===== config.mk =====
export PLATFORM = sky130hd
export DESIGN_NAME = ftbf_top
export DESIGN_NICKNAME = d
export VERILOG_FILES = /design/src/rtl/ftbf_top.v
export VERILOG_INCLUDE_DIRS = /design/src /design/src/rtl
export SDC_FILE = /design/constraint.sdc
export NUM_CORES = 1
export LEC_CHECK = 0
export BUFFER_PORTS_ARGS = -buffer_cell sky130_fd_sc_hd__buf_2
export CAP_MARGIN = 25
export CORE_ASPECT_RATIO = 2
export CORE_UTILIZATION = 25
export CTS_CLUSTER_DIAMETER = 120
export CTS_CLUSTER_SIZE = 25
export DETAILED_ROUTE_END_ITERATION = 12
export GPL_TIMING_DRIVEN = 0
export HOLD_SLACK_MARGIN = 0.03
export PLACE_DENSITY_LB_ADDON = 0.1
export RECOVER_POWER = 50
export SYNTH_ARGS = -nofsm -noshare
export SYNTH_HDL_FRONTEND = slang
export SYNTH_SLANG_ARGS = --single-unit

===== constraint.sdc =====
create_clock -name clk -period 3.2 [get_ports clk]
set_input_delay 0 -clock clk [delete_from_list [all_inputs] [get_ports clk]]
set_output_delay 0 -clock clk [all_outputs]
set_load 0.01 [all_outputs]

===== src/rtl/ftbf_regs.vh =====
// Register map, field layout, reset values and timing constants of the field flag block
`ifndef FTBF_REGS_VH
`define FTBF_REGS_VH

`define FTBF_ADDR_THRESH      5'h06
`define FTBF_ADDR_DIR         5'h09
`define FTBF_ADDR_STATUS      5'h1b

`define FTBF_CMD_READ         3'h2
`define FTBF_CMD_WRITE        3'h4

`define FTBF_LOW_THR_HI       7
`define FTBF_LOW_THR_LO       5
`define FTBF_HIGH_THR_HI      4
`define FTBF_HIGH_THR_LO      2
`define FTBF_STAT_HIGH_BIT    7
`define FTBF_STAT_LOW_BIT     6
`define FTBF_DIR_BIT          7

`define FTBF_THRESH_RESET     8'h1c
`define FTBF_DIR_RESET        8'h00
`define FTBF_CFG_MASK         8'hfc
`define FTBF_DIR_MASK         8'h80

`define FTBF_FRAME_BITS       5'h10
`define FTBF_CLK_NS           100
`define FTBF_PWM_PERIOD_NS    20000
`define FTBF_NVM_WRITE_MS     20
`define FTBF_PWM_MIN_CYC      8'h14

`endif


===== src/rtl/ftbf_top.v =====
// Field threshold flags, register access over the serial port, and angle PWM output
`timescale 1ns/10ps
//
// Overview of operation
// RQ1: The high flag goes to 1 when the field rises above the high threshold and clears only below its falling level.
// RQ2: The low flag goes to 1 when the field drops below the low threshold and clears only above its rising level.
// RQ3: Each 3-bit code selects a rising level of 26..126 mT and a falling level of 20..120 mT.
// RQ4: Both thresholds live as 3-bit fields in the threshold register, whose two lowest bits are unused.
// RQ5: The low threshold sits in bits 7 to 5 and the high threshold in bits 4 to 2.
// RQ6: Any pair of threshold codes is accepted unchanged, even a low code above the high code.
// RQ7: The status register shows the high flag in bit 7 and the low flag in bit 6.
// RQ8: Each flag is driven continuously on its own output pin.
// RQ9: The host reads the flags with command 010, address 11011 and eight zero bits.
// RQ10: The frame after a status read returns the status byte, flags in bits 7 and 6.
// RQ11: The PWM duty jumps between maximum and minimum at the zero angle, direction set by the rotation bit.
// RQ12: A register read is two 16-bit frames, the second carrying the register value.
// RQ13: A write frame is command 100, address and value MSB first, stored in memory and echoed next frame.
// RQ14: The host waits 20 ms after a write, otherwise the echo shows the previous content.
// RQ15: After reset the threshold register is loaded from storage before flags are evaluated.
`include "ftbf_regs.vh"

module ftbf_top #(
  parameter NVM_WRITE_CYCLES = `FTBF_NVM_WRITE_MS * 1000000 / `FTBF_CLK_NS
) (
  input  wire       clk,
  input  wire       sys_rst,
  input  wire       spi_sclk,
  input  wire       spi_cs_n,
  input  wire       spi_mosi,
  output wire       spi_miso_o,
  output wire       spi_miso_oe,
  input  wire [7:0] field_strength,
  input  wire [7:0] raw_angle,
  output wire       field_high_flag,
  output wire       field_low_flag,
  output wire       pwm_out
);

  localparam PWM_PERIOD_CYC = `FTBF_PWM_PERIOD_NS / `FTBF_CLK_NS;
  localparam ST_LOAD = 2'b00;
  localparam ST_RUN  = 2'b01;
  localparam ST_PROG = 2'b10;

  ////////////////////////////////////////////////////////////////////////////
  // Threshold table
  function [7:0] rise_mt;
    input [2:0] code;
    begin
      case (code) // RQ3
        3'h0: rise_mt = 8'h1a;
        3'h1: rise_mt = 8'h29;
        3'h2: rise_mt = 8'h38;
        3'h3: rise_mt = 8'h46;
        3'h4: rise_mt = 8'h54;
        3'h5: rise_mt = 8'h62;
        3'h6: rise_mt = 8'h70;
        default: rise_mt = 8'h7e;
      endcase
    end
  endfunction

  function [7:0] fall_mt;
    input [2:0] code;
    begin
      fall_mt = rise_mt(code) - 8'h06; // RQ3
    end
  endfunction

  ////////////////////////////////////////////////////////////////////////////
  // Input synchronisers
  reg [2:0]  sclk_q;
  reg [2:0]  cs_q;
  reg [1:0]  mosi_q;
  reg [7:0]  field_m_q;
  reg [7:0]  field_q;
  reg [7:0]  angle_m_q;
  reg [7:0]  angle_q;

  always @(posedge clk or posedge sys_rst) begin
    if (sys_rst) begin
      sclk_q    <= 3'h0;
      cs_q      <= 3'h7;
      mosi_q    <= 2'h0;
      field_m_q <= 8'h00;
      field_q   <= 8'h00;
      angle_m_q <= 8'h00;
      angle_q   <= 8'h00;
    end else begin
      sclk_q    <= {sclk_q[1:0], spi_sclk};
      cs_q      <= {cs_q[1:0], spi_cs_n};
      mosi_q    <= {mosi_q[0], spi_mosi};
      field_m_q <= field_strength;
      field_q   <= field_m_q;
      angle_m_q <= raw_angle;
      angle_q   <= angle_m_q;
    end
  end

  wire sclk_rise = sclk_q[1] & ~sclk_q[2];
  wire sclk_fall = ~sclk_q[1] & sclk_q[2];
  wire cs_fall   = ~cs_q[1] & cs_q[2];
  wire cs_rise   = cs_q[1] & ~cs_q[2];
  wire cs_act    = ~cs_q[1];

  ////////////////////////////////////////////////////////////////////////////
  // Storage, working registers and start-up load
  reg [7:0]  nvm_thr_q;
  reg [7:0]  nvm_dir_q;
  reg [7:0]  cfg_thr_q;
  reg [7:0]  cfg_dir_q;
  reg [1:0]  state_q;
  reg [17:0] prog_cnt_q;
  reg [4:0]  prog_addr_q;
  reg [7:0]  prog_data_q;
  reg        wr_req;
  reg [4:0]  wr_addr;
  reg [7:0]  wr_data;

  always @(posedge clk or posedge sys_rst) begin
    if (sys_rst) begin
      nvm_thr_q   <= `FTBF_THRESH_RESET;
      nvm_dir_q   <= `FTBF_DIR_RESET;
      cfg_thr_q   <= `FTBF_THRESH_RESET;
      cfg_dir_q   <= `FTBF_DIR_RESET;
      state_q     <= ST_LOAD;
      prog_cnt_q  <= 18'h0_0000;
      prog_addr_q <= 5'h00;
      prog_data_q <= 8'h00;
    end else begin
      case (state_q)
        ST_LOAD: begin
          cfg_thr_q <= nvm_thr_q; // RQ15
          cfg_dir_q <= nvm_dir_q;
          state_q   <= ST_RUN;
        end
        ST_RUN: begin
          if (wr_req) begin
            prog_addr_q <= wr_addr;
            prog_data_q <= wr_data; // RQ6
            prog_cnt_q  <= NVM_WRITE_CYCLES[17:0] - 18'h0_0001;
            state_q     <= ST_PROG;
          end
        end
        ST_PROG: begin
          if (prog_cnt_q == 18'h0_0000) begin // RQ14
            if (prog_addr_q == `FTBF_ADDR_THRESH) begin
              nvm_thr_q <= prog_data_q & `FTBF_CFG_MASK; // RQ4
              cfg_thr_q <= prog_data_q & `FTBF_CFG_MASK;
            end else if (prog_addr_q == `FTBF_ADDR_DIR) begin
              nvm_dir_q <= prog_data_q & `FTBF_DIR_MASK;
              cfg_dir_q <= prog_data_q & `FTBF_DIR_MASK;
            end
            state_q <= ST_RUN;
          end else begin
            prog_cnt_q <= prog_cnt_q - 18'h0_0001;
          end
        end
        default: state_q <= ST_LOAD;
      endcase
    end
  end

  ////////////////////////////////////////////////////////////////////////////
  // Flag comparators with hysteresis
  wire [2:0] low_thr  = cfg_thr_q[`FTBF_LOW_THR_HI:`FTBF_LOW_THR_LO];   // RQ5
  wire [2:0] high_thr = cfg_thr_q[`FTBF_HIGH_THR_HI:`FTBF_HIGH_THR_LO]; // RQ5
  reg        high_q;
  reg        low_q;

  always @(posedge clk or posedge sys_rst) begin
    if (sys_rst) begin
      high_q <= 1'b0;
      low_q  <= 1'b0;
    end else if (state_q != ST_LOAD) begin // RQ15
      if (field_q > rise_mt(high_thr))
        high_q <= 1'b1; // RQ1
      else if (field_q < fall_mt(high_thr))
        high_q <= 1'b0; // RQ1
      if (field_q < fall_mt(low_thr))
        low_q <= 1'b1; // RQ2
      else if (field_q > rise_mt(low_thr))
        low_q <= 1'b0; // RQ2
    end
  end

  assign field_high_flag = high_q; // RQ8
  assign field_low_flag  = low_q;  // RQ8

  wire [7:0] status_byte = {high_q, low_q, 6'h00}; // RQ7

  ////////////////////////////////////////////////////////////////////////////
  // Serial frame engine
  reg [15:0] rx_q;
  reg [15:0] tx_q;
  reg [4:0]  bit_cnt_q;
  reg        pend_q;
  reg [4:0]  pend_addr_q;
  reg [7:0]  reg_rd;

  always @* begin
    case (pend_addr_q)
      `FTBF_ADDR_THRESH: reg_rd = nvm_thr_q;
      `FTBF_ADDR_DIR:    reg_rd = nvm_dir_q;
      `FTBF_ADDR_STATUS: reg_rd = status_byte; // RQ10
      default:           reg_rd = 8'h00;
    endcase
  end

  wire       frame_done = cs_rise && (bit_cnt_q == `FTBF_FRAME_BITS);
  wire [2:0] rx_cmd     = rx_q[15:13];

  always @* begin
    wr_req  = frame_done && (rx_cmd == `FTBF_CMD_WRITE) && (state_q == ST_RUN); // RQ13
    wr_addr = rx_q[12:8];
    wr_data = rx_q[7:0];
  end

  always @(posedge clk or posedge sys_rst) begin
    if (sys_rst) begin
      rx_q        <= 16'h0000;
      tx_q        <= 16'h0000;
      bit_cnt_q   <= 5'h00;
      pend_q      <= 1'b0;
      pend_addr_q <= 5'h00;
    end else begin
      if (cs_fall) begin
        bit_cnt_q <= 5'h00;
        pend_q    <= 1'b0;
        tx_q      <= pend_q ? {reg_rd, 8'h00} : {angle_q, 8'h00}; // RQ12
      end else if (cs_act && sclk_rise && bit_cnt_q != ~5'h00) begin
        // Count saturates at 31 so that an over-long frame is refused at cs rise
        rx_q      <= {rx_q[14:0], mosi_q[1]};
        bit_cnt_q <= bit_cnt_q + 5'h01;
      end else if (cs_act && sclk_fall) begin
        tx_q <= {tx_q[14:0], 1'b0};
      end
      if (frame_done && (rx_cmd == `FTBF_CMD_READ || rx_cmd == `FTBF_CMD_WRITE)) begin
        pend_q      <= 1'b1; // RQ12
        pend_addr_q <= rx_q[12:8];
      end
    end
  end

  assign spi_miso_o  = tx_q[15];
  assign spi_miso_oe = cs_act;

  ////////////////////////////////////////////////////////////////////////////
  // Angle PWM, 10 % to 90 % duty over a 20 us period
  reg  [7:0] pwm_cnt_q;
  reg        pwm_q;
  wire [7:0] ang_dir = cfg_dir_q[`FTBF_DIR_BIT] ? (8'h00 - angle_q) : angle_q; // RQ11
  wire [10:0] ang_x5 = {3'h0, ang_dir} * 11'd5;
  wire [7:0] on_cyc  = `FTBF_PWM_MIN_CYC + ang_x5[10:3];

  always @(posedge clk or posedge sys_rst) begin
    if (sys_rst) begin
      pwm_cnt_q <= 8'h00;
      pwm_q     <= 1'b0;
    end else begin
      if (pwm_cnt_q == PWM_PERIOD_CYC[7:0] - 8'h01)
        pwm_cnt_q <= 8'h00;
      else
        pwm_cnt_q <= pwm_cnt_q + 8'h01;
      pwm_q <= (pwm_cnt_q < on_cyc); // RQ11
    end
  end

  assign pwm_out = pwm_q;

endmodule


Word level (Yosys, flattened, before mapping)
Index checks and enable logic that the tools add are counted.

storage, ports and cells
  logic and storage cells = 145
  output and inout bits = 5
  register bits = 150
  bits of input ports = 21

cells by class
  multiplexer cells = 36
  $add $sub $neg = 7
  $mul = 1
  bitwise gates (word level) = 10
  reduce and logical (&&, ||, !) cells = 31
  equal/unequal tests = 31
  magnitude comparators = 5

operators with widths
  operator                                                              number
  8-bit two-way mux                                                     13
  7-bit one-hot mux with 7 select lines                                 2
  16-bit two-way mux                                                    4
  18-bit two-way mux                                                    2
  18-bit one-hot mux with 2 select lines                                1
  8-bit one-hot mux with 2 select lines                                 2
  8-bit less-than comparator                                            3
  8-bit one-hot mux with 3 select lines                                 1
  3-bit == test, second input constant                                  7
  18-bit zero test                                                      1
  18-bit by 1-bit subtractor with 18-bit output, second input constant  1
  8-bit greater-than comparator                                         2
  2-bit nonzero test                                                    8
  8-bit by 3-bit subtractor with 8-bit output, second input constant    2
  3-bit by 2-bit == test with 1-bit output, second input constant       5
  2-bit != test, second input constant                                  7
  2-bit AND reduction                                                   6
  8-bit by 3-bit multiplier with 11-bit output, second input constant   1
  5-bit by 3-bit == test with 1-bit output, second input constant       2
  5-bit by 4-bit == test with 1-bit output, second input constant       2
  5-bit == test, second input constant                                  2
  5-bit two-way mux                                                     2
  3-bit AND reduction                                                   3
  5-bit by 8-bit adder with 8-bit output, first input constant          1
  other kinds (18)                                                      41

Longest topological paths before layout
Gate-level depths: netlist of the first run.

  depth in word-level cells = 10
  depth in mapped cells = 17
  gate-level depth less buffers = 17

Least setup slack after synthesis of the first run
No wires, ideal clock.

  path type = register to register
  from = register angle_q[2]
  to = register pwm_q, in the netlist pwm_out
  path buffers = 0
  stages on the path, launching flop included = 17
  setup time = 0.110 ns
  required time = 3.090 ns
  clock period less this slack = 3.401 ns
  path slack = -0.201 ns
  data arrival time = 3.291 ns
  path through = dfrtp_1 -> inv_1 -> nand3_1 -> o31ai_1 -> xnor2_1 -> inv_1 -> ha_1 -> ha_1 -> o21ai_0 -> o21ai_0 -> a221oi_1 -> o21ai_0 -> xnor2_1 -> ha_1 -> nor3_1 -> nor2_1 -> o41ai_1

between the ends
  longest elaborated chain between the ends = 5

RTL lines
  what                                                         RTL line        RTL
  start, declared                                              ftbf_top.v:77   reg [7:0] angle_q;
  start signal, assigned                                       ftbf_top.v:95   angle_q <= angle_m_q;
  1-bit by 8-bit subtractor with 8-bit output                  ftbf_top.v:251  wire [7:0] ang_dir = cfg_dir_q[`FTBF_DIR_BIT] ? (8'h00 - angle_q) : angle_q;
  8-bit two-way mux (*)                                        ftbf_top.v:251
  8-bit by 3-bit multiplier with 11-bit output (*)             ftbf_top.v:252  wire [10:0] ang_x5 = {3'h0, ang_dir} * 11'd5;
  5-bit by 8-bit adder with 8-bit output (no source line) (*)  --
  8-bit less-than comparator (*)                               ftbf_top.v:264  pwm_q <= (pwm_cnt_q < on_cyc);
  end signal, assigned                                         ftbf_top.v:264
  end, declared                                                ftbf_top.v:250  reg pwm_q;

Mark *: on every way between the ends. The rest lies on a longest branch, timed or not.
A chain may end at the register's enable or synchronous reset.

Worst setup path in the final report of the first run
  from = register angle_q[0]
  to = register pwm_q, in the netlist pwm_out

The elaborated chain is that of the path after synthesis.

==> metrics.txt, run 1 <==
status finished with violations; failing checks max-capacitance violations, max-slew violations, negative setup slack; Die X 119 um; antenna viol nets, final 0; Pint 3.05 mW; met3 wire length 318 um; cts bufs inserted 17; hold crit path type in2reg; Leakage 3.79 nW; 1st-iter DRT viols 189; period utilization 108%; Worst Tran Pin Value 1.92 ns; Top Ports 26; Setup crit start angle_q[0]; Fin. Hold Viols 0; post-synthesis instance area 0.00679 mm2; Final Cell Area ~0.0085 mm2; core area 0.0268 mm2; Finish-stage setup viols 1; # DRC 0; WS Path Type reg2reg; layout overhead on the synthesized area 25.2%; global-route wire length before repair ~27 mm; switching share of power 26.6%; most instantiated cells after synthesis dfrtp_1 (122), nand2_1 (77), ha_1 (59), o21ai_0 (37), nor2_1 (36); FF-to-FF End pwm_out; Post-Synth XOR/XNOR Area under 10%; Seq pwr share 43.0%; I/O Buffers 25; Pre-antenna DRT Iters 4; Hold Crit Start raw_angle[2]; synth unique cells 64; final WL 16.3 mm; Pwr per Cell Area 488 mW/mm2; Synth Flop Type dfrtp_1; Setup WS post-layout -0.245 ns; Finished Layout Cells 1081; Synth Area in Adders between 10% and 20%; sequential fraction of the synthesis area approximately half; Global Route Usage Sum approximately an eighth; Avg WL per Cell 15.1 um; largest net degree at the start of global routing 41; slew margin rel. -27.8%; Async SR Flop Fraction between 90% and 100%; metal2 WL 9.38 mm; top layer in use met4; r2r setup slk -0.25 ns; RSZ-0062 raised after global routing yes; worst hold endpoint angle_m_q[2]; M1 WL between 6 and 7 mm; crit path time final 3.45 ns; Avg Cell Area, Syn 10.6 um2; initial antenna violation count 0; mux contribution to synthesized area 5.53%; GP Congestion ~0.76; CTS sink cnt 131; Clock transition at path regs around 0.070 ns; Area after DPL 0.00751 mm2; largest family of logic cells by synthesized area simple AND/OR/NAND/NOR gates; Worst-Skew Late Latency 0.43 ns; Max-Cap Viols 1; nets between 800 and 900; number of flops mapped to enable cells by yosys 0; maximum buffer depth of the clock tree 2; highest clock rate approximately 0.29 GHz; fraction of the mapped netlist area in simple logic gates 16.0%; worst r2r src angle_q[0]; combinational fraction of design power 10.9%; TritonCTS clock tree yes; warnings from Yosys 0; R2R depth 17; clock root buffer clkbuf_16; placed insts 1021; worst vdd ir between 0.0003 and 0.0004 V; Synth Area in Compound Gates between 10% and 20%; sw power ~1.1 mW; Via density 4.56; flops & latches, synth 131; Slew Limit Fails 40; n_diodes 0; clk_skew 0.00839 ns; full die area 0.0279 mm2; CP Data Required Time between 3 and 4 ns; gate count of the mapped netlist between 600 and 700; CP max FO 4; Worst setup EP type flip-flop; number of global-route vias before repair just over 5000; clock share of power ~46%; Initial Utilization between 20% and 30%; count leader, synth dfrtp_1; hpwl dp 12.3 mm; Rows 85; largest area contributor in the netlist dfrtp_1; top cells by area, synth dfrtp_1 (45%), ha_1 (11%), mux2_2 (4.5%); hold path depth 2; Vias 4924; proportion of layout cells with a drive suffix above 1 22.0%; H-tree levels 4; CP arrival ~3.8 ns; DIE HEIGHT between 200 and 250 um; top cell type's share of synthesized area 45.0%; grt ovf 0; critical path startpoint category flip-flop
[per-layer routing]
layer	track usage, %	up-vias
li1	-	2439
met1	12.4	2415
met2	23.8	48
met3	2.93	22
met4	6.06	0
met5	0	-
[worst max-delay path, cell delays in order, from the launching register on]
cell and delay (ns):
dfrtp_1 0.41, inv_2 0.13, ha_4 0.21, nand2_2 0.06, o21ai_2 0.05, ha_1 0.33
ha_4 0.18, fa_2 0.42, a21o_1 0.21, a21oi_2 0.21, xnor2_2 0.19, o211ai_1 0.12
a21oi_1 0.16, a21oi_1 0.07, ha_2 0.31, nor2_1 0.04, nor2_1 0.12, o41ai_2 0.08
[metrics by stage]
| stage | utilization [%] | setup WS, ns | total power [mW] | TNS (ns) | hold slack, ns |
|---|---|---|---|---|---|
| floorplan | - | 0.0268 | 2.08 | 0 | 0.00448 |
| global placement | 27.7 | -0.504 | 2.18 | -0.504 | 0.105 |
| detailed placement | 28.0 | -0.556 | 2.20 | -0.556 | -0.103 |
| CTS | 31.3 | -0.241 | 4.22 | -0.241 | 0.181 |
| global route | 31.7 | -0.421 | 4.36 | -9.12 | 0.191 |
| finish | 31.7 | -0.245 | 4.15 | -0.245 | 0.209 |
[logic make-up after synthesis]
group,Yosys count
adders and majority gates,60
DFF,131
muxes,34
other,1
buffers and inverters,49
and+or+nand+nor,212
AOI/OAI and AO/OA,123
xor gates and xnor gates,33
[state kept, by name (all words and copies together), names as in the netlist, 3 cells and up]
name         cells
cs_q             3
prog_addr_q      5
bit_cnt_q        5
field_m_q        8
pwm_cnt_q        8
field_q          8
angle_m_q        8
tx_q             8
prog_data_q      6
pend_addr_q      5
sclk_q           3
angle_q          8
prog_cnt_q      18
nvm_thr_q        6
cfg_thr_q        6
rx_q            16
[what timing repair did]
item | CTS | global route
hold buffers | 21 | 0
gates resized for setup | 17 | 20
buffers inserted | 3 | 7
pin swaps | 11 | 17
hold endpoints to repair | 85 | 0
setup endpoints to repair | 1 | 2
[cells in the final DEF, fill, tap and decap left out, drive strengths merged, types with 4 or more instances in the layout]
cell type and instances:
o21a 9, xnor2 16, dlygate4sd3 21, a2bb2oi 6
a211oi 4, nand2 77, dfrtp 122, dfstp 9
or4 4, nor2b 9, nor2 37, ha 59
nand4 8, o22ai 11, a211o 4, o21ai 37
nor3b 8, mux2i 6, nor3 19, inv 33
o211ai 7, mux2 28, clkbuf 29, buf 43
nand3 16, or3 7, clkinv 8, xor2 17
a21oi 25, and2b 4
[power by group through the flow]
stage	combinational [mW]	clock (mW)	sequential [mW]
after CTS	0.436	1.99	1.79
after global placement	0.367	0	1.81
after detailed placement	0.386	0	1.82
final	0.454	1.91	1.78
after global routing	0.513	2.05	1.79
after floorplan	0.279	0	1.80
[worst max path at each step]
stage | end | slack, ns | depth (start not counted)
4_1_cts | pwm_out | -0.24 | 16
2_1_floorplan | pwm_out | 0.03 | 15
3_5_place_dp | pwm_out | -0.56 | 15
5_1_grt | pwm_out | -0.42 | 17
3_3_place_gp | pwm_out | -0.50 | 15
6_report | pwm_out | -0.25 | 17
[cell type report]
cell class              count  area [um2]
fillers                  2844       18300
multi-input cells         464        3530
flip-flops and latches    131        3290
repair buffers             60         472
well taps                 348         435
clock buffers              17         425
clock inverters            15         151
inverters                  29         113
plain buffers              17        90.1
Power figures use the tool's default switching activity.
==> run 2: changes to the inputs <==
--- a/config.mk
+++ b/config.mk
@@ -8,6 +8,8 @@
 export LEC_CHECK = 0
 export BUFFER_PORTS_ARGS = -buffer_cell sky130_fd_sc_hd__buf_2
 export CAP_MARGIN = 25
+export CELL_PAD_IN_SITES_DETAIL_PLACEMENT = 2
+export CELL_PAD_IN_SITES_GLOBAL_PLACEMENT = 2
 export CORE_ASPECT_RATIO = 2
 export CORE_UTILIZATION = 25
 export CTS_CLUSTER_DIAMETER = 120
==> run 2 against run 1 <==
  * The run still ends with max-capacitance violations, max-slew violations, negative setup slack left
  * Combinational power grew 9.5%
  * Die area is the same
  * Sequential power is essentially flat
  * Core utilization grew 0.16 points
  * Clock skew shrank 0.00092 ns
  * Register-to-register slack lost 0.11 ns
  * Critical path depth shrank 1
  * Final area grew 0.51%
  * First-iteration DRC count shrank 62%
  * Sequential share of layout area shrank 0.18 points
  * Critical path type unchanged
  * Wire length grew 18%
  * Maximum frequency shrank 3.2%
==> metrics.txt, run 2 (synthesized netlist as in run 1, its figures left out) <==
status finished with violations (unchanged); failing checks max-capacitance violations, max-slew violations, negative setup slack (unchanged); placed insts 1021 (unchanged); pre-CTS WS -0.561 ns (was -0.556 ns); Avg WL per Cell 17.7 um (was 15.1 um); maximum buffer depth of the clock tree 2 (unchanged); H-tree levels 4 (unchanged); grt ovf 0 (unchanged); critical path startpoint category flip-flop (unchanged); core area 0.0268 mm2 (unchanged); largest net degree at the start of global routing 36 (was 41); max FFs per register 18 (unchanged); Rows 85 (unchanged); n_diodes 0 (unchanged); TritonCTS clock tree yes (unchanged); full die area 0.0279 mm2 (unchanged); most frequent cells in the layout dfrtp_1 (120), nand2_1 (75), ha_1 (50), nor2_1 (35), o21ai_0 (29) (was dfrtp_1 (121), nand2_1 (74), ha_1 (50), nor2_1 (35), o21ai_0 (30)); Layout fillers 2977 (was 2844); Pwr per Cell Area 496 mW/mm2 (was 488 mW/mm2); highest clock rate 0.281 GHz (was 0.290 GHz); Die X 119 um (unchanged); clk_skew 0.00747 ns (was 0.00839 ns); layout overhead on the synthesized area 25.9% (was 25.2%); cells along the critical path inv_2 -> ha_4 -> nand2_2 -> o21ai_2 -> ha_1 -> ha_4 -> fa_2 -> a21o_1 -> a21oi_4 -> xnor2_4 -> nor2_4 -> xor2_2 -> ha_1 -> o21ai_1 -> a21oi_1 -> o41ai_1 (was inv_2 -> ha_4 -> nand2_2 -> o21ai_2 -> ha_1 -> ha_4 -> fa_2 -> a21o_1 -> a21oi_2 -> xnor2_2 -> o211ai_1 -> a21oi_1 -> a21oi_1 -> ha_2 -> nor2_1 -> nor2_1 -> o41ai_2); 1st-iter DRT viols 71 (was 189); CP max stage delay 0.42 ns (about the same); most common cell after layout, fill and taps aside dfrtp_1 (unchanged); RSZ-0062 raised after global routing yes (unchanged); Setup WS post-layout -0.359 ns (was -0.245 ns); Leakage 3.78 nW (was 3.79 nW); Top Ports 26 (unchanged); Max-Cap Viols 1 (unchanged); initial antenna violation count 0 (unchanged); I/O Buffers 25 (unchanged); # DRC 0 (unchanged); proportion of layout cells with a drive suffix above 1 22.4% (was 22.0%); CTS sink cnt 131 (unchanged); Global Route Usage Sum 14.9% (was 12.5%); Finished Layout Cells 1085 (was 1081); Worst Tran Pin Value 1.99 ns (was 1.92 ns); Fin. Hold Viols 0 (unchanged); clock root buffer clkbuf_16 (unchanged); Worst setup EP type flip-flop (unchanged); Vias 5111 (was 4924); Biggest register prog_cnt_q (unchanged); r2r setup slk -0.36 ns (was -0.25 ns); GP Congestion 0.767 (was 0.756); nets 805 (was 801); crit path time final 3.56 ns (was 3.45 ns); global-route wire length before repair 31.5 mm (was 26.6 mm); largest registers prog_cnt_q x18, rx_q x16 (unchanged); antenna viol nets, final 0 (unchanged); CP arrival 3.88 ns (was 3.75 ns); Clock transition at path regs 0.06 ns (was 0.07 ns); Initial Utilization 25.3% (unchanged); CP max FO 4 (unchanged); DIE HEIGHT 235 um (unchanged); Worst-Skew Late Latency 0.43 ns (about the same); final WL 19.2 mm (was 16.3 mm); Pre-antenna DRT Iters 4 (unchanged); Via density 4.71 (was 4.56); worst vdd ir 0.000330 V (was 0.000347 V); hold crit path type in2reg (unchanged); period utilization 111% (was 108%); CP Data Required Time 3.52 ns (was 3.51 ns); cts bufs inserted 17 (unchanged); WS Path Type reg2reg (unchanged); Finish-stage setup viols 1 (unchanged); Slew Limit Fails 35 (was 40); Crit-path slowest cell fa_2 (unchanged); slew margin rel. -32.3% (was -27.8%); number of global-route vias before repair 5827 (was 5069); hpwl dp 14.7 mm (was 12.3 mm)
-- run 2: cell count changes in the layout (fill, tap and decap cells not counted), moves of 2 or more --
cell        previous run  this run
inv_6                  2         0
clkbuf_1              11        13
inv_8                  3         0
clkinv_4               6         2
buf_4                 12        17
clkbuf_8               0         2
clkinvlp_4             1         6
-- run 2: final timing paths --
| path | startpoint | cells past startpoint | to |
|---|---|---|---|
| max in group asynchronous | sys_rst | 7 | field_q[4] |
| setup / recovery | angle_q[0] | 16 | pwm_out |
| min in group asynchronous | sys_rst | 4 | rx_q[1] |
| hold / removal | spi_mosi | 2 | mosi_q[0] |
| hold reg to reg | angle_m_q[7] | 0 | angle_q[7] |
| setup reg to reg | angle_q[0] | 16 | pwm_out |
-- run 2: metrics by stage --
| step | hold WS (ns) | total power, mW | instance area (um2) | TNS, ns | utilization (%) |
|---|---|---|---|---|---|
| 6_report | 0.214 | 4.24 | 8550 | -0.359 | 31.9 |
| 5_1_grt | 0.180 | 4.45 | 8550 | -25.37 | 31.9 |
| 4_1_cts | 0.172 | 4.28 | 8370 | -0.328 | 31.2 |
| 3_5_place_dp | -0.0880 | 2.23 | 7510 | -0.602 | 28.0 |
| 3_3_place_gp | 0.105 | 2.19 | 7430 | -0.550 | 27.7 |
| 2_1_floorplan | 0.00448 | 2.08 | 6870 | 0 | - |
-- run 2: area by class of cell --
type	count	area (um2)	area share, %
inverters	29	113	1.32
multi-input cells	464	3560	41.6
clock inverters	12	133	1.55
plain buffers	17	90.1	1.05
repair buffers	64	472	5.52
clock buffers	20	457	5.34
well taps	348	435	5.09
flip-flops and latches	131	3290	38.5
-- run 2: routing by layer --
| layer | share of wire (%) | up-vias | GRT usage [%] |
|---|---|---|---|
| met5 | 0 | - | 0 |
| met2 | 61 | 26 | 30.6 |
| met4 | 1.6 | 0 | 5.10 |
| li1 | - | 2440 | - |
| met3 | 1.4 | 18 | 3.08 |
| met1 | 36 | 2627 | 13.9 |
-- run 2: report_power, final --
part | internal (mW) | switching [mW] | total [mW] | leakage, nW
registers | 1.73 | 0.0557 | 1.79 | 1.66
clock network | 1.18 | 0.766 | 1.95 | 0.270
logic | 0.247 | 0.250 | 0.497 | 1.85
-- run 2: timing repair --
item / in CTS / in global routing
hold endpoints to repair: 112 / 0
gates cloned: 0 / 0
pin swaps: 8 / 18
endpoints found under the setup margin: 2 / 2
buffers inserted: 3 / 11
gates resized for setup: 13 / 31
hold buffers: 21 / 0
-- run 2: critical path: cells and delay by family (launching register included) --
kind	cells	cell delay [ns]
flops	1	0.41
compound gates	6	1.00
simple gates	2	0.12
xor+xnor	2	0.33
fa+ha+maj	5	1.45
buf+inv	1	0.12
==> run 3: changes to the inputs <==
--- a/config.mk
+++ b/config.mk
@@ -19,6 +19,7 @@
 export HOLD_SLACK_MARGIN = 0.03
 export PLACE_DENSITY_LB_ADDON = 0.1
 export RECOVER_POWER = 50
+export SKIP_LAST_GASP = 1
 export SYNTH_ARGS = -nofsm -noshare
 export SYNTH_HDL_FRONTEND = slang
 export SYNTH_SLANG_ARGS = --single-unit
==> run 3 against run 2 <==
  * The flow still finishes with violations (max-capacitance violations, max-slew violations, negative setup slack)
  * Largest power group unchanged
  * Setup slack better by 0.051 ns
  * Count of clock-buffer cells in the layout unchanged
  * Non-clock buffer count is 1 higher
  * Wire length hardly changed
==> metrics.txt, run 3 (synthesized netlist as in run 1, its figures left out) <==
Via density 4.70 (was 4.71); maximum buffer depth of the clock tree 2 (unchanged); most frequent cells in the layout dfrtp_1 (120), nand2_1 (74), ha_1 (51), nor2_1 (35), o21ai_0 (29) (was dfrtp_1 (120), nand2_1 (75), ha_1 (50), nor2_1 (35), o21ai_0 (29)); Worst setup EP type flip-flop (unchanged); Area after DPL 0.00751 mm2 (unchanged); final WL 19.2 mm (about the same); Biggest register prog_cnt_q (unchanged); I/O Buffers 25 (unchanged); Initial Utilization 25.3% (unchanged); most common cell after layout, fill and taps aside dfrtp_1 (unchanged); clock root buffer clkbuf_16 (unchanged); CTS sink cnt 131 (unchanged); hold crit path type in2reg (unchanged); Rows 85 (unchanged); Worst-Skew Late Latency 0.43 ns (about the same); CP max stage delay 0.41 ns (was 0.42 ns); RSZ-0062 raised after global routing yes (unchanged); Vias 5108 (was 5111); GP Congestion 0.767 (unchanged); layout overhead on the synthesized area 26.1% (was 25.9%); highest clock rate 0.285 GHz (was 0.281 GHz); core area 0.0268 mm2 (unchanged); Leakage 3.79 nW (was 3.78 nW); 1st-iter DRT viols 88 (was 71); period utilization 110% (was 111%); status finished with violations (unchanged); cells along the critical path inv_2 -> ha_4 -> nand2_2 -> o21ai_2 -> ha_1 -> ha_4 -> fa_2 -> a21o_1 -> a21oi_4 -> xnor2_4 -> nor2_4 -> xor2_2 -> ha_1 -> o21ai_1 -> a21oi_1 -> o41ai_1 (unchanged); cts bufs inserted 17 (unchanged); worst vdd ir 0.000330 V (about the same); TritonCTS clock tree yes (unchanged); Max-Cap Viols 1 (unchanged); WP buf/inv 1 (unchanged); Finish-stage setup viols 1 (unchanged); critical path startpoint category flip-flop (unchanged); grt ovf 0 (unchanged); # DRC 0 (unchanged); Global Route Usage Sum 14.9% (unchanged); largest net degree at the start of global routing 36 (unchanged); Top Ports 26 (unchanged); Clock transition at path regs 0.06 ns (about the same); antenna viol nets, final 0 (unchanged); delay-heaviest family, CP adder cells (unchanged); hpwl dp 14.7 mm (unchanged); Crit-path slowest cell dfrtp_1 (was fa_2); Final Cell Area 0.00857 mm2 (was 0.00855 mm2); CP arrival 3.83 ns (was 3.88 ns); Die X 119 um (unchanged); Worst Tran Pin Value 1.96 ns (was 1.99 ns); Pwr per Cell Area 494 mW/mm2 (was 496 mW/mm2); Pre-antenna DRT Iters 4 (unchanged); Layout fillers 2978 (was 2977); Fin. Hold Viols 0 (unchanged); WHS 0.212 ns (was 0.214 ns); final setup TNS -0.308 ns (was -0.359 ns); Setup WS post-layout -0.308 ns (was -0.359 ns); crit path time final 3.51 ns (was 3.56 ns); Slew Limit Fails 35 (unchanged); nets 806 (was 805); proportion of layout cells with a drive suffix above 1 22.4% (about the same); WS Path Type reg2reg (unchanged); Seq. cell area 0.00329 mm2 (unchanged); Avg WL per Cell 17.7 um (about the same); DIE HEIGHT 235 um (unchanged); initial antenna violation count 0 (unchanged); post-layout util 32.0% (was 31.9%); largest registers prog_cnt_q x18, rx_q x16 (unchanged); clk_skew 0.00851 ns (was 0.00747 ns); H-tree levels 4 (unchanged); Multi-input gate area 0.00357 mm2 (was 0.00356 mm2); failing checks max-capacitance violations, max-slew violations, negative setup slack (unchanged); n_diodes 0 (unchanged); max FFs per register 18 (unchanged); global-route wire length before repair 31.5 mm (unchanged); number of global-route vias before repair 5827 (unchanged); slew margin rel. -30.8% (was -32.3%); full die area 0.0279 mm2 (unchanged); pre-CTS WS -0.561 ns (unchanged); CP Data Required Time 3.52 ns (about the same); r2r setup slk -0.31 ns (was -0.36 ns); CP max FO 4 (unchanged)
==> run 3: cell type report <==
class | count | area share (%)
Multi-Input combinational cell | 464 | 41.6
Sequential cell | 131 | 38.4
Timing Repair Buffer | 65 | 5.59
Clock buffer | 20 | 5.33
Tap cell | 348 | 5.08
Clock inverter | 12 | 1.55
Inverter | 29 | 1.31
Buffer | 17 | 1.05
==> run 3: per-stage QoR <==
stage / total power [mW] / cells
after floorplan: 2.08 / 644
after global placement: 2.19 / 1017
after detailed placement: 2.23 / 1021
after CTS: 4.28 / 1075
after global routing: 4.45 / 1086
final: 4.24 / 1086
==> run 3: what timing repair did <==
item / CTS / global route
endpoints found under the setup margin: 2 / 2
gates resized for setup: 10 / 35
pin swaps: 7 / 22
hold buffers: 21 / 0
endpoints found under the hold margin: 112 / 0
buffers inserted: 3 / 12
==> run 3: power by group <==
| part | switching, mW | internal, mW |
|---|---|---|
| clock network | 0.765 | 1.18 |
| registers | 0.0559 | 1.73 |
| logic | 0.250 | 0.247 |
| total | 1.07 | 3.16 |
==> run 3: worst paths after layout <==
kind,endpoint,from,cells after the start
hold / removal,mosi_q[0],spi_mosi,2
setup reg to reg,pwm_out,angle_q[0],16
min in group asynchronous,rx_q[1],sys_rst,4
max in group asynchronous,field_q[4],sys_rst,7
hold reg to reg,angle_q[7],angle_m_q[7],0
setup / recovery,pwm_out,angle_q[0],16
==> run 3: layer usage <==
layer	vias to the layer above	share of wire [%]	track usage [%]
met5	-	0	0
met4	0	1.5	5.10
met3	16	1.4	3.08
met2	27	61	30.6
met1	2624	36	13.9
li1	2441	-	-
